===== src/verilog/wim_pkg.sv =====
/*
 Constants, register map and state type of the wake-up / interrupt unit.
 Assumes an 8-bit register port with offsets 0xF9..0xFF.
*/
package wim_pkg;
  localparam int WIM_LINES = 16;
  localparam logic [7:0] WIM_OFF_CTRL = 8'hF9;
  localparam logic [7:0] WIM_OFF_MASK_HI = 8'hFA;
  localparam logic [7:0] WIM_OFF_MASK_LO = 8'hFB;
  localparam logic [7:0] WIM_OFF_POL_HI = 8'hFC;
  localparam logic [7:0] WIM_OFF_POL_LO = 8'hFD;
  localparam logic [7:0] WIM_OFF_PEND_HI = 8'hFE;
  localparam logic [7:0] WIM_OFF_PEND_LO = 8'hFF;
  // control field positions
  localparam int WIM_BIT_STOP = 2;
  localparam int WIM_BIT_SRC = 1;
  localparam int WIM_BIT_WAKE = 0;
  localparam logic [7:0] WIM_RST_REG = 8'h00;
  localparam logic [15:0] WIM_RST_LINES = 16'h0000;
  typedef enum logic [1:0] {
    WIM_ST_IDLE = 2'b00,
    WIM_ST_GOT1 = 2'b01,
    WIM_ST_GOT0 = 2'b10,
    WIM_ST_ARMED = 2'b11
  } wim_state_t;
endpackage


===== src/verilog/wim_unit.sv =====
/*
 Wake-up and interrupt manager: line edge detection, pending, mask
 and polarity registers, shared channel routing and the guarded stop
 write sequence.
 Assumes a single-cycle register port on clk_sys, a clock unit that
 reports STOP mode on stop_mode_i, and other_reg_wr pulsing for any
 register write done elsewhere in the device (interrupts, DMA).
*/
// The implementer's own choice: the address-and-strobe port.
`timescale 1ns/1ps
module wim_unit #(
  parameter int NUM_LINES = wim_pkg::WIM_LINES
) (
  // clock and reset
  input wire logic clk_sys,
  input wire logic rst,
  // register port
  input wire logic [7:0] reg_addr,
  input wire logic [7:0] reg_wdata,
  input wire logic reg_wr,
  input wire logic reg_rd,
  output logic [7:0] reg_rdata,
  // writes elsewhere in the device
  input wire logic other_reg_wr,
  // pins, asynchronous
  input wire logic [NUM_LINES-1:0] wake_line_i,
  input wire logic nmi_pin_i,
  input wire logic ext_irq_pin_seven,
  input wire logic ext_stop_n,
  // clock_reset_unit side
  input wire logic stop_mode_i,
  output logic stop_req_o,
  output logic wake_req_o,
  // interrupt arbiter side
  output logic shared_irq_channel
);
  import wim_pkg::*;

  if (NUM_LINES != 16) begin : g_chk
    $error("wim_unit: register map serves exactly 16 lines");
  end

  function automatic logic hit(input logic [7:0] a, input logic [7:0] o);
    hit = (a == o);
  endfunction

  // synchronisers: lines, nmi, pin seven, stop pin
  localparam int NS = NUM_LINES + 3;
  // stop pin bit resets high so release raises no false stop request
  localparam logic [NS-1:0] SY_RST = {1'b1, {(NS-1){1'b0}}};
  logic [NS-1:0] sy1_q;
  logic [NS-1:0] sy2_q;
  logic [NS-1:0] syp_q;
  always_ff @(posedge clk_sys or posedge rst) begin
    if (rst) begin
      sy1_q <= SY_RST;
      sy2_q <= SY_RST;
    end else begin
      sy1_q <= {ext_stop_n, ext_irq_pin_seven, nmi_pin_i, wake_line_i};
      sy2_q <= sy1_q;
    end
  end
  // stop pin idles high; prev copy seeds edge detection
  always_ff @(posedge clk_sys or posedge rst) begin
    if (rst) begin
      syp_q <= SY_RST;
    end else begin
      syp_q <= sy2_q;
    end
  end

  logic [NUM_LINES-1:0] line_s;
  logic [NUM_LINES-1:0] line_p;
  logic nmi_s;
  logic nmi_rise;
  logic ext_irq_pin_seven_s;
  logic ext_stop_s;
  assign line_s = sy2_q[NUM_LINES-1:0];
  assign line_p = syp_q[NUM_LINES-1:0];
  assign nmi_s = sy2_q[NUM_LINES];
  assign nmi_rise = sy2_q[NUM_LINES] & ~syp_q[NUM_LINES];
  assign ext_irq_pin_seven_s = sy2_q[NUM_LINES+1];
  assign ext_stop_s = sy2_q[NUM_LINES+2];

  // register decode
  logic ctrl_wr;
  logic pol_wr;
  logic pend_wr_hi;
  logic pend_wr_lo;
  logic pend_wr;
  assign ctrl_wr = reg_wr & hit(reg_addr, WIM_OFF_CTRL);
  assign pol_wr = reg_wr & (hit(reg_addr, WIM_OFF_POL_HI) |
                            hit(reg_addr, WIM_OFF_POL_LO));
  assign pend_wr_hi = reg_wr & hit(reg_addr, WIM_OFF_PEND_HI);
  assign pend_wr_lo = reg_wr & hit(reg_addr, WIM_OFF_PEND_LO);
  assign pend_wr = pend_wr_hi | pend_wr_lo;

  logic src_sel_q;
  logic wake_fn_q;
  logic stop_q;
  logic [15:0] mask_q;
  logic [15:0] pol_q;
  logic [15:0] pend_q;
  logic [15:0] pend_d;
  logic [NUM_LINES-1:0] hw_set;
  wim_state_t st_q;

  always_ff @(posedge clk_sys or posedge rst) begin
    if (rst) begin
      src_sel_q <= 1'b0;
      wake_fn_q <= 1'b0;
    end else if (ctrl_wr) begin
      src_sel_q <= reg_wdata[WIM_BIT_SRC];
      wake_fn_q <= reg_wdata[WIM_BIT_WAKE];
    end
  end

  always_ff @(posedge clk_sys or posedge rst) begin
    if (rst) begin
      mask_q <= WIM_RST_LINES;
      pol_q <= WIM_RST_LINES;
    end else if (reg_wr) begin
      if (hit(reg_addr, WIM_OFF_MASK_HI)) begin
        mask_q[15:8] <= reg_wdata;
      end else if (hit(reg_addr, WIM_OFF_MASK_LO)) begin
        mask_q[7:0] <= reg_wdata;
      end else if (hit(reg_addr, WIM_OFF_POL_HI)) begin
        pol_q[15:8] <= reg_wdata;
      end else if (hit(reg_addr, WIM_OFF_POL_LO)) begin
        pol_q[7:0] <= reg_wdata;
      end
    end
  end

  // per-line edge detect on the synchronised level
  for (genvar i = 0; i < NUM_LINES; i++) begin : g_edge
    assign hw_set[i] = ~pol_wr & (pol_q[i] ? (line_s[i] & ~line_p[i])
                                           : (~line_s[i] & line_p[i]));
  end

  // a hardware set always wins over a software clear
  always_comb begin
    pend_d = pend_q;
    if (pend_wr_hi) begin
      pend_d[15:8] = reg_wdata;
    end
    if (pend_wr_lo) begin
      pend_d[7:0] = reg_wdata;
    end
    pend_d = pend_d | hw_set;
  end

  always_ff @(posedge clk_sys or posedge rst) begin
    if (rst) begin
      pend_q <= WIM_RST_LINES;
    end else begin
      pend_q <= pend_d;
    end
  end

  // routing
  logic [15:0] active;
  logic any_active;
  logic wake_evt;
  logic accept;
  assign active = mask_q & pend_q;
  assign any_active = |active;
  assign wake_evt = wake_fn_q & any_active;
  assign accept = ~nmi_s & wake_fn_q & ~any_active & (|mask_q);

  // channel drops for one cycle on a clear so the arbiter sees an edge
  logic chan_clr;
  assign chan_clr = src_sel_q & pend_wr & (|(active & ~pend_d));
  always_ff @(posedge clk_sys or posedge rst) begin
    if (rst) begin
      shared_irq_channel <= 1'b0;
    end else begin
      shared_irq_channel <= (src_sel_q ? any_active : ext_irq_pin_seven_s)
                            & ~chan_clr;
    end
  end

  // stop sequence
  logic abort;
  logic wr_any;
  logic seq_third;
  assign wr_any = reg_wr | other_reg_wr;
  assign abort = other_reg_wr | (reg_wr & ~ctrl_wr);
  assign seq_third = (st_q == WIM_ST_GOT0) & ctrl_wr & ~other_reg_wr
                     & reg_wdata[WIM_BIT_STOP];

  always_ff @(posedge clk_sys or posedge rst) begin
    if (rst) begin
      st_q <= WIM_ST_IDLE;
    end else begin
      case (st_q)
        WIM_ST_IDLE: begin
          if (ctrl_wr & ~other_reg_wr & reg_wdata[WIM_BIT_STOP]) begin
            st_q <= WIM_ST_GOT1;
          end
        end
        WIM_ST_GOT1: begin
          if (abort) begin
            st_q <= WIM_ST_IDLE;
          end else if (ctrl_wr & ~reg_wdata[WIM_BIT_STOP]) begin
            st_q <= WIM_ST_GOT0;
          end
        end
        WIM_ST_GOT0: begin
          if (seq_third & accept) begin
            st_q <= WIM_ST_ARMED;
          end else if (wr_any) begin
            // idle cycles keep the sequence; any write ends it
            st_q <= WIM_ST_IDLE;
          end
        end
        WIM_ST_ARMED: begin
          // a write before the clock unit reacts cancels entry
          if (wr_any | stop_mode_i) begin
            st_q <= WIM_ST_IDLE;
          end
        end
        default: st_q <= WIM_ST_IDLE;
      endcase
    end
  end

  always_ff @(posedge clk_sys or posedge rst) begin
    if (rst) begin
      stop_q <= 1'b0;
    end else if (seq_third) begin
      stop_q <= accept | nmi_s;
    end else if (ctrl_wr) begin
      stop_q <= reg_wdata[WIM_BIT_STOP];
    end else if (stop_mode_i & wake_evt) begin
      stop_q <= 1'b0;
    end
  end // nmi exit never touches stop_q

  always_ff @(posedge clk_sys or posedge rst) begin
    if (rst) begin
      stop_req_o <= 1'b0;
    end else begin
      stop_req_o <= ((st_q == WIM_ST_ARMED) & ~wr_any) | ~ext_stop_s;
    end
  end

  // clocked wake plus a clockless term for when the clock is halted
  logic wake_clk_q;
  logic [NUM_LINES-1:0] lvl_hit;
  assign lvl_hit = mask_q & ~(wake_line_i ^ pol_q);
  always_ff @(posedge clk_sys or posedge rst) begin
    if (rst) begin
      wake_clk_q <= 1'b0;
    end else begin
      wake_clk_q <= wake_evt | nmi_rise;
    end
  end
  assign wake_req_o = wake_clk_q | (stop_mode_i &
                      ((wake_fn_q & (|lvl_hit)) | nmi_pin_i));

  // read data, one cycle after the strobe
  always_ff @(posedge clk_sys or posedge rst) begin
    if (rst) begin
      reg_rdata <= WIM_RST_REG;
    end else if (reg_rd) begin
      if (hit(reg_addr, WIM_OFF_CTRL)) begin
        reg_rdata <= {5'h00, stop_q, src_sel_q, wake_fn_q};
      end else if (hit(reg_addr, WIM_OFF_MASK_HI)) begin
        reg_rdata <= mask_q[15:8];
      end else if (hit(reg_addr, WIM_OFF_MASK_LO)) begin
        reg_rdata <= mask_q[7:0];
      end else if (hit(reg_addr, WIM_OFF_POL_HI)) begin
        reg_rdata <= pol_q[15:8];
      end else if (hit(reg_addr, WIM_OFF_POL_LO)) begin
        reg_rdata <= pol_q[7:0];
      end else if (hit(reg_addr, WIM_OFF_PEND_HI)) begin
        reg_rdata <= pend_q[15:8];
      end else if (hit(reg_addr, WIM_OFF_PEND_LO)) begin
        reg_rdata <= pend_q[7:0];
      end else begin
        reg_rdata <= WIM_RST_REG;
      end
    end else begin
      reg_rdata <= WIM_RST_REG;
    end
  end

  AST_STOP_PIN: assert property (@(posedge clk_sys) disable iff (rst)
    !ext_stop_s |=> stop_req_o)
    else $error("stop pin low did not request stop");
  AST_MASKED_QUIET: assert property (@(posedge clk_sys)
    disable iff (rst) (mask_q == 16'h0000) |=> !wake_clk_q || $past(nmi_rise))
    else $error("masked lines produced a wake event");
  AST_RISE_SETS: assert property (@(posedge clk_sys) disable iff (rst)
    (line_s[0] && !line_p[0] && pol_q[0] && !pol_wr) |=> pend_q[0])
    else $error("rising edge did not set pending");
  AST_POL_WR_DROP: assert property (@(posedge clk_sys)
    disable iff (rst) (pol_wr && !pend_wr) |=> pend_q == $past(pend_q))
    else $error("edge during polarity write set pending");
  AST_NO_HW_CLEAR: assert property (@(posedge clk_sys)
    disable iff (rst) !pend_wr |=> (($past(pend_q) & ~pend_q) == 16'h0000))
    else $error("hardware cleared a pending bit");
  AST_SW_SET: assert property (@(posedge clk_sys) disable iff (rst)
    (pend_wr_lo && reg_wdata[0]) |=> pend_q[0])
    else $error("software write of one did not set pending");
  AST_PIN7_ROUTE: assert property (@(posedge clk_sys)
    disable iff (rst) !src_sel_q |=> shared_irq_channel == $past(ext_irq_pin_seven_s))
    else $error("channel does not follow pin seven");
  AST_FRESH_EDGE: assert property (@(posedge clk_sys)
    disable iff (rst) chan_clr |=> !shared_irq_channel ##1
    (shared_irq_channel || !src_sel_q || $past(pend_wr) || !any_active))
    else $error("no fresh edge after pending clear");
  AST_SEQ_OK: assert property (@(posedge clk_sys) disable iff (rst)
    (seq_third && accept) |=> stop_q && st_q == WIM_ST_ARMED)
    else $error("accepted sequence did not arm stop");
  AST_SEQ_REFUSED: assert property (@(posedge clk_sys)
    disable iff (rst) (seq_third && !accept && !nmi_s) |=>
    !stop_q && st_q == WIM_ST_IDLE)
    else $error("refused sequence left stop bit set");
  AST_NMI_REFUSED: assert property (@(posedge clk_sys)
    disable iff (rst) (seq_third && nmi_s) |=> stop_q ##1 !stop_req_o ||
    !ext_stop_s || !$past(ext_stop_s))
    else $error("nmi refusal wrong");
  AST_WAKE_CLEARS: assert property (@(posedge clk_sys)
    disable iff (rst) (stop_mode_i && wake_evt && !ctrl_wr) |=> !stop_q)
    else $error("wake event in stop left stop bit");
  AST_FIRST_WRITE: assert property (@(posedge clk_sys)
    disable iff (rst) (st_q == WIM_ST_IDLE && ctrl_wr && !other_reg_wr &&
    reg_wdata[WIM_BIT_STOP]) |=> stop_q && st_q == WIM_ST_GOT1)
    else $error("first write did not show stop bit");
  AST_ABORT: assert property (@(posedge clk_sys) disable iff (rst)
    ((st_q == WIM_ST_GOT1 || st_q == WIM_ST_GOT0) && abort) |=>
    st_q == WIM_ST_IDLE)
    else $error("foreign write did not abort sequence");
  AST_CTRL_RSVD: assert property (@(posedge clk_sys)
    disable iff (rst) (reg_rd && hit(reg_addr, WIM_OFF_CTRL)) |=>
    reg_rdata[7:3] == 5'h00)
    else $error("reserved control bits not zero");
endmodule // wim_unit


===== config.mk =====
export PLATFORM = sky130hd
export DESIGN_NAME = wim_unit
export DESIGN_NICKNAME = d
export VERILOG_FILES = /design/src/verilog/wim_pkg.sv /design/src/verilog/wim_unit.sv
export SDC_FILE = /design/constraint.sdc
export NUM_CORES = 1
export LEC_CHECK = 0
export BUFFER_PORTS_ARGS = -buffer_cell sky130_fd_sc_hd__buf_4
export CAP_MARGIN = 20
export CORE_UTILIZATION = 55
export CTS_CLUSTER_DIAMETER = 40
export DETAILED_ROUTE_END_ITERATION = 8
export PLACE_DENSITY = 0.75
export SLEW_MARGIN = 0
export SYNTH_ARGS = -nofsm -noshare
export SYNTH_HDL_FRONTEND = slang
export SYNTH_SLANG_ARGS = --single-unit

===== constraint.sdc =====
create_clock -name clk_sys -period 6.5 [get_ports clk_sys]
set_clock_uncertainty 0.15 [all_clocks]
set_input_delay 0 -clock clk_sys [delete_from_list [all_inputs] [get_ports clk_sys]]
set_output_delay 0 -clock clk_sys [all_outputs]
set_load 0.01 [all_outputs]

After elaboration in Yosys (flattened, before gate mapping):

Index checks and enable logic that the tools add are counted.
W data, S select, Z words.

* output and inout port bits: 11
* bits of input ports: 41
* register bits: 119
* word-level logic and storage cells: 212

* equal/unequal tests: 14
* reduce and logical (&&, ||, !) cells: 11
* bitwise operators: 134
* muxes and demuxes: 37

Operator list (count)
* $mux W8: 10
* $and A1 B1 Y1: 72
* $reduce_or A16 Y1: 4
* $eq A8 B8 Y1 const B: 7
* $and A16 B16 Y16: 3
* $not A1 Y1: 45
* $not A16 Y16: 2
* $mux W1: 20
* $or A16 B16 Y16: 1
* $xor A16 B16 Y16: 1
* $mux W2: 6
* $or A1 B1 Y1: 10
* $pmux W2 S4: 1
* $reduce_and A4 Y1: 2
* $reduce_and A5 Y1: 1
* $eq A2 B2 Y1 const B: 2
* $ne A2 B2 Y1 const B: 2
* $ne A3 B2 Y1 const B: 1
* $ne A3 B3 Y1 const B: 1
* $reduce_and A3 Y1: 1
* $reduce_bool A3 Y1: 1
* $eq A2 B1 Y1 const B: 1
* $logic_not A2 Y1: 1
* $reduce_and A2 Y1: 1

Logic depth before layout (Yosys ltp):

Gate-level depths: netlist of run 1.

* depth in word-level cells: 12
* mapped depth: 7

Least setup slack after synthesis of run 1:

OpenSTA, ideal clock, no wires.

* kind: reg-to-reg
* from: reg mask_q[11]
* to: reg shared_irq_channel
* data required time: 6264 ps
* cell stages (with the launch flop): 7
* period minus slack after synthesis: 1758 ps
* slack: 4742 ps
* setup time: 86 ps
* data arrival time: 1522 ps
* buffers on the path: 0
* path through: dfrtp_1 -> nand2_1 -> nor2_1 -> or4_1 -> o41ai_1 -> nand4_1 -> a32oi_1

* longest elaborated chain between the ends: 6

Ends and longest elaborated chain
* start: declaration: line wim_unit.sv:101 `logic [15:0] mask_q;`
* start signal: assignment: line wim_unit.sv:124 `mask_q[15:8] <= reg_wdata;`
* $and A16 B16 Y16 (*): line wim_unit.sv:166 `assign active = mask_q & pend_q;`
* $and A16 B16 Y16: line wim_unit.sv:173 `assign chan_clr = src_sel_q & pend_wr & (|(active & ~pend_d));`
* $reduce_or A16 Y1: line wim_unit.sv:173
* $and A1 B1 Y1: line wim_unit.sv:173
* $not A1 Y1: line wim_unit.sv:179 `& ~chan_clr;`
* $and A1 B1 Y1 (*): line wim_unit.sv:179
* end signal: assignment: line wim_unit.sv:178 `shared_irq_channel <= (src_sel_q ? any_active : ext_irq_pin_seven_s)`
* end: declaration: line wim_unit.sv:35 `output logic shared_irq_channel`

Mark *: on every way between the ends. The rest lies on a longest branch, timed or not.
A chain may end at the register's enable or synchronous reset.

Final worst setup path of run 1:

* from: in reg_addr[7]
* to: reg st_q[0]

* longest elaborated chain between the ends: 8

Ends and longest elaborated chain
* start: declaration: line wim_unit.sv:18 `input wire logic [7:0] reg_addr,`
* $eq A8 B8 Y1 (*): line wim_unit.sv:44 `hit = (a == o);`
* $and A1 B1 Y1 (*): line wim_unit.sv:91 `assign ctrl_wr = reg_wr & hit(reg_addr, WIM_OFF_CTRL);`
* $and A1 B1 Y1 (2 in series): line wim_unit.sv:189 `assign seq_third = (st_q == WIM_ST_GOT0) & ctrl_wr & ~other_reg_wr`
* $and A1 B1 Y1: line wim_unit.sv:190 `& reg_wdata[WIM_BIT_STOP];`
* $and A1 B1 Y1: line wim_unit.sv:210 `if (seq_third & accept) begin`
* $ne A3 B2 Y1 (no line) / $mux W2 (equally long branches)
* $reduce_and A4 Y1 (no line) / $pmux W2 S4 (equally long branches)
* end signal: assignment: line wim_unit.sv:194 `st_q <= WIM_ST_IDLE;`
* end signal: assignment: line wim_unit.sv:211 `st_q <= WIM_ST_ARMED;`
* end signal: assignment: line wim_unit.sv:214 `st_q <= WIM_ST_IDLE;`
* end: declaration: line wim_unit.sv:106 `wim_state_t st_q;`

Marked as above.

==> results_dict.tcl, run 1 <==
set metrics [dict create \
    async_flop_share_pct 100.0 \
    slowest_stage "dlygate4sd3_1" \
    period_share_pct 41.26 \
    syn_inst 480 \
    setup_viol 0 \
    ys_types 58 \
    post-cts-setup-buffer-count 0 \
    fmax_ghz 0.3729 \
    drt_pass1_iterations 5 \
    io_pins 52 \
    clock_sinks 119 \
    drt-initial-drc-count 247 \
    layout.cells.most_common "dfrtp_1" \
    fin_setup_tns_ns 0 \
    synthXorXnorAreaFrac_pct 2.766 \
    critPathLaunchType "input port" \
    period_needed_ns 2.682 \
    grt_pass1_wl_um 23200 \
    path_delay_family "buffers and inverters" \
    rsz0062_at_grt "false" \
    synth_top_family_by_area "simple AND/OR/NAND/NOR gates" \
    min_path_type "input port to flop" \
    max_stage_delay_ns 0.61 \
    grt_use_total_pct 31.99 \
    synthesis.nets 521 \
    critPathKind "input port to flop" \
    syn2layout_area_growth_pct 32.51 \
    gp_congestion 0.9021 \
    antenna_found_initial 0 \
    ys.flop_type "dfrtp_1" \
    crit_chain "dlygate4sd3_1 -> buf_4 -> nand4_4 -> dlygate4sd3_1 -> nor4_4 -> mux2i_1 -> a221o_1 -> xnor2_1 -> a31oi_1 -> dlygate4sd3_1" \
    worstPathRequired_ns 6.82 \
    syn-mean-instance-area_um2 11.22 \
    start_util_pct 57.45 \
    max_slew_margin_pct 28.19 \
    cts_tree "built" \
    drv_cap 0 \
    placedCellCount 643 \
    cts.reportedPaths.clkPinSlew_ns 0.06 \
    num-nets-final 641 \
    synth_seq_area_share_pct 55.36 \
    numPortBuffers 51 \
    grt_overflow 0 \
    hold_depth 7 \
    grt_pass1_vias 4301 \
    drive_gt1_share_pct 22.84 \
    die-area_um2 10190 \
    peakVddDrop_v 0.0002282 \
    clockRootBuffer "clkbuf_8" \
    ys_warn_count 0 \
    grt_start_max_net_pins 74 \
    status "finished, final reports clean" \
    cts.path.max_buffers 2 \
    place_hpwl_um 9690 \
    synth_edf_count 0 \
    hold_violations 0 \
    worstPathArrival_ns 3.00 \
    critPathMaxFanout 5 \
    fill_cells 642 \
    die_x_um 100.9 \
    clk_latency_ns 0.53 \
    rows 35 \
    die_y_um 100.9 \
    hold_slack_ns 0.05028 \
    vias_per_cell 5.880 \
    ant_nets 0 \
    fin_util_pct 76.13 \
    synth-simple-area-share_pct 14.80 \
    dr_total_vias 4363 \
    synth_compound_area_share_pct 10.88 \
    wl_per_cell_um 20.23 \
    tightestPinTransition_ns 1.071 \
    reg2regPathDepth 7 \
    drc 0 \
    synth_fa_ha_area_share_pct 0 \
    slew_viol_final 0 \
    pwr_density_cell_nw_per_um2 279.4 \
    muxShareOfSynthArea_pct 13.60 \
    diodes 0 \
    core-area_um2 9371 \
    cp_num_buf_inv 4 \
    cp_num_cells 10 \
    leakage_nw 3.119 \
    wirelength_um 15010 \
    final_cell_count_no_fill 742 \
    ctsHtreeMaxLevel 4 \
    numCtsBuffers 17 \
    ys_seq_elements 119 \
    post-place-ws_ns 4.190 \
    final_cell_mix "dfrtp_1 (117), dlygate4sd3_1 (66), nor2_1 (56)" \
    synthesis.area_um2 5384 \
    worst_slack_ns 3.818 \
    crit_path_frequent_cell "dlygate4sd3_1" \
    cp-end-kind "flop" \
]
==> cell usage after synthesis, types with 3 or more instances <==
| master | n | share of area, % |
|---|---|---|
| nand4_1 | 11 | 1.3 |
| nor2b_1 | 3 | 0.35 |
| nand3_1 | 5 | 0.46 |
| mux4_2 | 8 | 3.3 |
| nor2_1 | 56 | 3.9 |
| inv_1 | 12 | 0.84 |
| a22oi_1 | 12 | 1.7 |
| clkbuf_1 | 8 | 0.56 |
| and3b_1 | 4 | 0.65 |
| a2111oi_0 | 5 | 0.81 |
| o21ai_0 | 27 | 2.5 |
| a21oi_1 | 33 | 3.1 |
| nand3b_1 | 4 | 0.56 |
| nor4_1 | 5 | 0.58 |
| mux2_2 | 33 | 6.9 |
| nand2_1 | 47 | 3.3 |
| buf_2 | 6 | 0.56 |
| dfrtp_1 | 117 | 54 |
| mux2i_1 | 18 | 3.3 |
| xnor2_1 | 17 | 2.8 |
| and3_1 | 3 | 0.35 |
==> what timing repair did <==
action                    in CTS  in global routing
hold buffers                  66                  0
gates resized for setup        0                  0
hold endpoints to repair     128                  0
==> sequential cells by signal, summed over array words and instances, names as in the netlist, 2 cells and up <==
signal     cells
mask_q        16
pend_q        16
pol_q         16
reg_rdata      8
st_q           2
sy1_q         19
sy2_q         19
syp_q         17
==> worst paths after layout <==
| check | startpoint | endpoint | slack [ns] |
|---|---|---|---|
| setup / recovery | reg_addr[7] | st_q[0] | 3.82 |
| hold / removal | reg_addr[6] | reg_rdata[7] | 0.05 |
| setup reg to reg | mask_q[10] | st_q[0] | 3.97 |
| hold reg to reg | sy1_q[17] | sy2_q[17] | 0.19 |
| max in group asynchronous | rst | pend_q[15] | 4.36 |
| min in group asynchronous | rst | pol_q[5] | 0.53 |
==> metrics by stage <==
step / area [um2] / total power, mW
after floorplan: 5384 / 0.9301
final: 7134 / 1.993
after CTS: 7129 / 1.998
after global placement: 5843 / 0.9911
after global routing: 7134 / 2.066
after detailed placement: 5854 / 0.9986
==> power breakdown <==
part           leakage, nW  internal (mW)  switching (mW)
Sequential            1.43          0.779          0.0366
Combinational         1.39          0.108           0.105
Clock                0.298          0.626           0.339
Total                 3.12           1.51           0.480
==> layout make-up <==
type	instances	area, um2	share of cell area, %
Sequential cell	119	2980	41.77
Multi-Input combinational cell	330	2263	31.73
Timing Repair Buffer	120	1067	14.96
Clock buffer	22	473.0	6.629
Tap cell	129	161.4	2.262
Clock inverter	10	141.4	1.982
Inverter	12	47.55	0.6664
==> logic make-up (layout without fill, tap and decap cells) <==
kind of cell / Yosys count / count (layout)
buffers and inverters: 31 / 164
and+or+nand+nor: 158 / 158
muxes: 59 / 59
DFF: 119 / 119
AOI/OAI and AO/OA: 96 / 96
xor gates and xnor gates: 17 / 17
==> metal layers <==
metal | up-vias | share of wire, % | track usage, % | wire length [um]
met1 | 2141 | 43 | 42.12 | 6438
met3 | 38 | 7.6 | 9.570 | 1145
met4 | 0 | 3.0 | 15.50 | 448
li1 | 1968 | - | - | -
met5 | - | 0 | 0 | 0
met2 | 216 | 46 | 48.63 | 6975
==> worst min-delay path, stage by stage <==
cell and delay, ns:
buf_4 0.12, nand4_4 0.09, nor3_4 0.05, nand2_2 0.16, a21oi_1 0.06, a21oi_1 0.13, nor2_1 0.06
No activity file was read; power rests on OpenSTA's default activity.
==> inputs of run 2 (changes only) <==
--- a/config.mk
+++ b/config.mk
@@ -5,9 +5,10 @@
 export SDC_FILE = /design/constraint.sdc
 export NUM_CORES = 1
 export LEC_CHECK = 0
+export ABC_AREA = 1
 export BUFFER_PORTS_ARGS = -buffer_cell sky130_fd_sc_hd__buf_4
 export CAP_MARGIN = 20
-export CORE_UTILIZATION = 55
+export CORE_UTILIZATION = 53
 export CTS_CLUSTER_DIAMETER = 40
 export DETAILED_ROUTE_END_ITERATION = 8
 export PLACE_DENSITY = 0.75
==> constraint.sdc (replaced) <==
create_clock -name clk_sys -period 2.21 [get_ports clk_sys]
set_clock_uncertainty 0.15 [all_clocks]
set_input_delay 0 -clock clk_sys [delete_from_list [all_inputs] [get_ports clk_sys]]
set_output_delay 0 -clock clk_sys [all_outputs]
set_load 0.01 [all_outputs]
==> run 2 against run 1 <==
- the flow now finishes with violations (setup timing)
- largest power group unchanged
- critical path type is now flop to primary output
- clock power grew to 2.9 times the previous value
- highest routed layer unchanged
- critical endpoint is now wake_req_o
- count of clock-buffer cells in the layout is 2 higher
- sequential power grew to 2.9 times the previous value
==> results_dict.tcl, run 2 <==
set metrics [dict create \
    reg_top3 "sy1_q: 19 flops, sy2_q: 19 flops, syp_q: 17 flops" \
    status "complete, but fails checks" \
    clk_latency_ns 0.54 \
    cp_num_buf_inv 1 \
    rows 36 \
    grt_pass1_vias 5502 \
    period_share_pct 103.1 \
    crit_path_frequent_cell "nand2_1" \
    clock_power_share_pct 48.4 \
    ctsHtreeMaxLevel 4 \
    seq_power_share_pct 41.3 \
    syn_inst 645 \
    critPathLaunchType "flop" \
    peakVddDrop_v 0.0007499 \
    worst_slack_ns -0.06847 \
    synth_top_area_cell "dfrtp_1" \
    place_hpwl_um 11030 \
    fin_util_pct 78.19 \
    worstPathArrival_ns 2.13 \
    syn-mean-instance-area_um2 8.537 \
    fin_area_um2 7749 \
    start_util_pct 55.57 \
    synth_top_area_share_pct 53.17 \
    ys_types 35 \
    critPathKind "flop to primary output" \
    synth_seq_area_share_pct 54.12 \
    fmax_ghz 0.4389 \
    numPortBuffers 51 \
    wirelength_um 17370 \
    die_y_um 103.9 \
    antenna_found_initial 0 \
    cp-end-kind "primary output" \
    place_area_um2 6100 \
    grt_pass1_wl_um 28100 \
    worstPathRequired_ns 2.06 \
    vias_per_cell 5.571 \
    die-area_um2 10800 \
    die_x_um 103.9 \
    layout.cells.most_common "nand2_1" \
    diodes 0 \
    synth_edf_count 0 \
    drc 0 \
    grtUsageMet3_pct 10.34 \
    p_sw_share_pct 23.99 \
    setup_viol 1 \
    async_flop_share_pct 100.0 \
    drive_gt1_share_pct 21.05 \
    pwr_density_cell_nw_per_um2 738.6 \
    ys_warn_count 0 \
    io_pins 52 \
    max_slew_margin_pct 54.87 \
    clock_sinks 119 \
    yosysMostFrequentCell "nand2_1" \
    path_delay_family "simple AND/OR/NAND/NOR gates" \
    grt_use_total_pct 34.76 \
    numCtsBuffers 17 \
    synthesis.area_um2 5507 \
    switchingPower_mw 1.373 \
    internal_power_mw 4.350 \
    cts.path.max_buffers 2 \
    ant_nets 0 \
    core-area_um2 9910 \
    cts.reportedPaths.clkPinSlew_ns 0.06 \
    violations "setup timing" \
    hold_violations 0 \
    slew_viol_final 0 \
    num-nets-final 864 \
    use_met2_pct 54.43 \
    gr-usage-met1_pct 45.07 \
    hold_slack_ns 0.006634 \
    pwr-share-comb_pct 10.3 \
    top_usage_layer "met2" \
    yosys-top-cells-area "dfrtp_1 (53%), nand2_1 (13%), o21ai_0 (5.9%)" \
    synthesis.nets 686 \
    leakage_nw 3.739 \
    p_total_mw 5.723 \
    drt-initial-drc-count 493 \
    placedCellCount 832 \
    max_stage_delay_ns 0.46 \
    gp_congestion 1.021 \
    wl_per_cell_um 17.93 \
    grt_start_max_net_pins 35 \
    min_path_type "input port to flop" \
    grt_overflow 0 \
    final_cell_mix "nand2_1 (194), dfrtp_1 (117), buf_4 (93)" \
    final_cell_count_no_fill 969 \
    cts_tree "built" \
    clockRootBuffer "clkbuf_8" \
    critPathMaxFanout 4 \
    ys_seq_elements 119 \
    yosys-top-cells-count "nand2_1 (194), dfrtp_1 (117), inv_1 (65), o21ai_0 (65), nand3_1 (48)" \
    tightestPinTransition_ns 0.6750 \
    syn2layout_area_growth_pct 40.72 \
    crit_chain "xnor2_1 -> nand2_1 -> nand4_1 -> or2_4 -> o21ai_2 -> nand2_1 -> nand2_1 -> nand2_1 -> buf_6" \
    drv_cap 0 \
    rsz0062_at_grt "true" \
    slowest_stage "dfrtp_1" \
    period_needed_ns 2.278 \
    dr_total_vias 5398 \
    ys.flop_type "dfrtp_1" \
    drt_pass1_iterations 5 \
]
==> run 2: cell types whose count changed in the layout (fill, tap and decap cells not counted), moves of 11 or more <==
cell / previous run / this run
a21oi_1: 33 / 0
o21ai_0: 27 / 61
mux2_2: 33 / 0
nand2_1: 47 / 194
xnor2_1: 17 / 4
a22oi_1: 12 / 0
inv_1: 11 / 54
mux2i_1: 18 / 0
nand3_1: 5 / 40
inv_2: 0 / 11
nor2_1: 56 / 43
nand4_1: 11 / 43
buf_4: 52 / 93
==> run 2: area by class of cell <==
type                       instances  area, um2
sequential                       119       2980
multi-input combinational        446       2245
fill                             677       2161
timing repair buffer             171       1503
clock buffer                      24      470.5
inverter                          68      262.8
tap                              133      166.4
clock inverter                     8      121.4
==> run 2: repair_timing <==
action,in CTS,in global routing
setup endpoints to repair,1,6
hold buffers,76,1
endpoints found under the hold margin,199,3
setup buffers,16,14
pin swaps,7,10
resized for setup,22,12
==> run 2: per-stage QoR <==
stage               setup slack (ns)   TNS, ns
floorplan                     0.6063         0
global placement              0.2202         0
detailed placement            0.2629         0
CTS                         -0.05294  -0.07124
global route                 -0.1493   -0.1493
finish                      -0.06847  -0.06847
==> run 2: path summary, 6_finish.rpt <==
kind / startpoint / to / slack (ns) / cells past startpoint
setup / recovery: pol_q[13] / wake_req_o / -0.07 / 9
hold / removal: reg_addr[2] / reg_rdata[5] / 0.007 / 6
setup reg to reg: mask_q[6] / st_q[1] / 0.28 / 7
hold reg to reg: sy1_q[14] / sy2_q[14] / 0.20 / 0
max in group asynchronous: rst / sy2_q[18] / 0.68 / 5
min in group asynchronous: rst / sy2_q[13] / 0.53 / 4
==> run 2: power by group through the flow <==
stage / clock (mW) / sequential [mW] / combinational [mW]
floorplan: 0 / 2.37 / 0.265
global placement: 0 / 2.39 / 0.422
detailed placement: 0 / 2.40 / 0.435
CTS: 2.79 / 2.36 / 0.561
global route: 2.90 / 2.38 / 0.648
finish: 2.77 / 2.37 / 0.588
==> run 2: routing by layer <==
metal  routed length, um  vias to the layer above
met1                7153                     2558
met5                   0                        -
met3                1549                       46
met4                 492                        0
li1                    -                     2505
met2                8176                      289
==> run 2: cells by family after synthesis <==
kind of cell	Yosys count	synth area share, %
DFF	119	54.12
buffers and inverters	80	6.407
and+or+nand+nor	362	30.77
xor gates and xnor gates	4	0.6362
AOI/OAI and AO/OA	80	8.067
==> run 2: tightest hold or removal path: stages <==
cell	delay, ns
buf_4	0.10
nor2_1	0.06
nand2_1	0.11
nor2_2	0.07
a221oi_1	0.24
nor2_1	0.08
==> inputs of run 3 (changes only) <==
--- a/config.mk
+++ b/config.mk
@@ -16,3 +16,4 @@
 export SYNTH_ARGS = -nofsm -noshare
 export SYNTH_HDL_FRONTEND = slang
 export SYNTH_SLANG_ARGS = --single-unit
+export TNS_END_PERCENT = 5
==> run 3 against run 2 <==
- the flow still finishes with violations (setup timing)
- flip-flop and latch count is the same
- total power hardly changed
- cell count up 0.10%
- combinational power about the same
- critical path depth unchanged
- count of clock-buffer cells in the layout unchanged
- critical path type unchanged
==> results_dict.tcl, run 3 (synthesis results as in run 2) <==
set metrics [dict create \
    drt-initial-drc-count 507 \
    core-area_um2 9910 \
    diodes 0 \
    cp-end-kind "primary output" \
    start_util_pct 55.57 \
    worstPathRequired_ns 2.06 \
    ant_nets 0 \
    numCtsBuffers 17 \
    period_share_pct 103.4 \
    crit_path_frequent_cell "nand2_1" \
    drive_gt1_share_pct 20.91 \
    switchingPower_mw 1.376 \
    post-place-ws_ns 0.2629 \
    slew_viol_final 0 \
    internal_power_mw 4.351 \
    status "complete, but fails checks" \
    die_x_um 103.9 \
    cts.reportedPaths.clkPinSlew_ns 0.06 \
    reg_top3 "sy1_q: 19 flops, sy2_q: 19 flops, syp_q: 17 flops" \
    holdCritStartpoint "reg_addr[4]" \
    wirelength_um 17430 \
    violations "setup timing" \
    leakage_nw 3.776 \
    drv_cap 0 \
    antenna_found_initial 0 \
    clk_latency_ns 0.54 \
    dr_total_vias 5387 \
    min_path_type "input port to flop" \
    tightestPinTransition_ns 0.6665 \
    cts_tree "built" \
    grt_overflow 0 \
    numPortBuffers 51 \
    clock_power_share_pct 48.4 \
    clockRootBuffer "clkbuf_8" \
    grt_pass1_vias 5502 \
    rsz0062_at_grt "true" \
    clock_sinks 119 \
    worstPathArrival_ns 2.14 \
    wl_per_cell_um 17.97 \
    num-nets-final 865 \
    layout.cells.most_common "nand2_1" \
    pwr-share-comb_pct 10.3 \
    critPathLaunchType "flop" \
    final_cell_count_no_fill 970 \
    place_hpwl_um 11030 \
    fmax_ghz 0.4376 \
    crit_chain "xnor2_1 -> nand2_1 -> nand4_1 -> or2_4 -> o21ai_2 -> nand2_1 -> nand2_1 -> nand2_1 -> buf_6" \
    pwr_density_cell_nw_per_um2 737.5 \
    reg2reg_from "mask_q[6]" \
    drt_pass1_iterations 5 \
    drc 0 \
    seq_power_share_pct 41.3 \
    period_needed_ns 2.285 \
    cp-startpoint "pol_q[13]" \
    final_cell_mix "nand2_1 (194), dfrtp_1 (117), buf_4 (93)" \
    vias_per_cell 5.554 \
    io_pins 52 \
    setup_viol 1 \
    critPathMaxFanout 4 \
    peakVddDrop_v 0.0007396 \
    ctsHtreeMaxLevel 4 \
    die_y_um 103.9 \
    hold_violations 0 \
    die-area_um2 10800 \
    p_sw_share_pct 24.03 \
    max_stage_delay_ns 0.47 \
    grt_use_total_pct 34.76 \
    placedCellCount 832 \
    slowest_stage "dfrtp_1" \
    critPathKind "flop to primary output" \
    worst_slack_ns -0.07544 \
    max_slew_margin_pct 55.44 \
    grt_pass1_wl_um 28100 \
    fin_util_pct 78.36 \
    gp_congestion 1.021 \
    rows 36 \
    cts.path.max_buffers 2 \
    syn2layout_area_growth_pct 41.01 \
    grt_start_max_net_pins 35 \
]
## run 3: cell types whose count changed in the layout (fill, tap and decap cells not counted)
| cell | delta |
|---|---|
| dlymetal6s4s_1 | +2 |
| clkinvlp_4 | -1 |
| dlygate4sd3_1 | -1 |
| inv_1 | +1 |
| nor2_2 | -1 |
| nor2_4 | +1 |
## run 3: area by class of cell
type | instances | area [um2]
tap | 133 | 166.4
multi-input combinational | 446 | 2250
timing repair buffer | 172 | 1518
inverter | 68 | 259.0
clock inverter | 8 | 121.4
fill | 676 | 2145
sequential | 119 | 2980
clock buffer | 24 | 470.5
## run 3: through the flow
stage                     hold WS (ns)  TNS [ns]  cell area (um2)  power (mW)
final                          0.03175  -0.07544             7765       5.727
after global placement        -0.04737         0             6100       2.817
after CTS                     0.009792  -0.07124             7625       5.709
after floorplan                -0.1455         0             5510       2.635
after global routing           0.05273   -0.1493             7765       5.929
after detailed placement      -0.03989         0             6100       2.834
## run 3: metal layers
layer	wire length, um	GRT usage, %	vias up
met4	518	14.90	0
met2	8170	54.43	289
met3	1674	10.34	47
met5	0	0	-
li1	-	-	2506
met1	7064	45.07	2545
## run 3: what timing repair did
item                                   in CTS  in global routing
pin swaps                                   7                  9
gates resized for setup                    22                 14
setup endpoints to repair                   1                  6
hold buffers                               76                  0
buffers inserted                           16                 14
endpoints found under the hold margin     199                  0
## run 3: final timing paths
path	slack (ns)	endpoint	depth (start not counted)
max in group asynchronous	0.68	sy2_q[18]	5
min in group asynchronous	0.53	sy2_q[13]	4
min reg2reg	0.20	sy2_q[14]	0
max reg2reg	0.26	st_q[1]	7
max	-0.08	wake_req_o	9
min	0.03	pend_q[12]	6
## run 3: power by group through the flow
stage	combinational, mW	clock, mW	sequential, mW
finish	0.590	2.77	2.37
global route	0.649	2.90	2.38
CTS	0.561	2.79	2.36
detailed placement	0.435	0	2.40
global placement	0.422	0	2.39
floorplan	0.265	0	2.37
## run 3: worst max-delay path, delay by kind of cell (launching register included)
| family | cells | cell delay (ns) |
|---|---|---|
| DFF | 1 | 0.47 |
| buffers and inverters | 1 | 0.12 |
| xor gates and xnor gates | 1 | 0.17 |
| AOI/OAI and AO/OA | 1 | 0.14 |
| and+or+nand+nor | 6 | 0.68 |
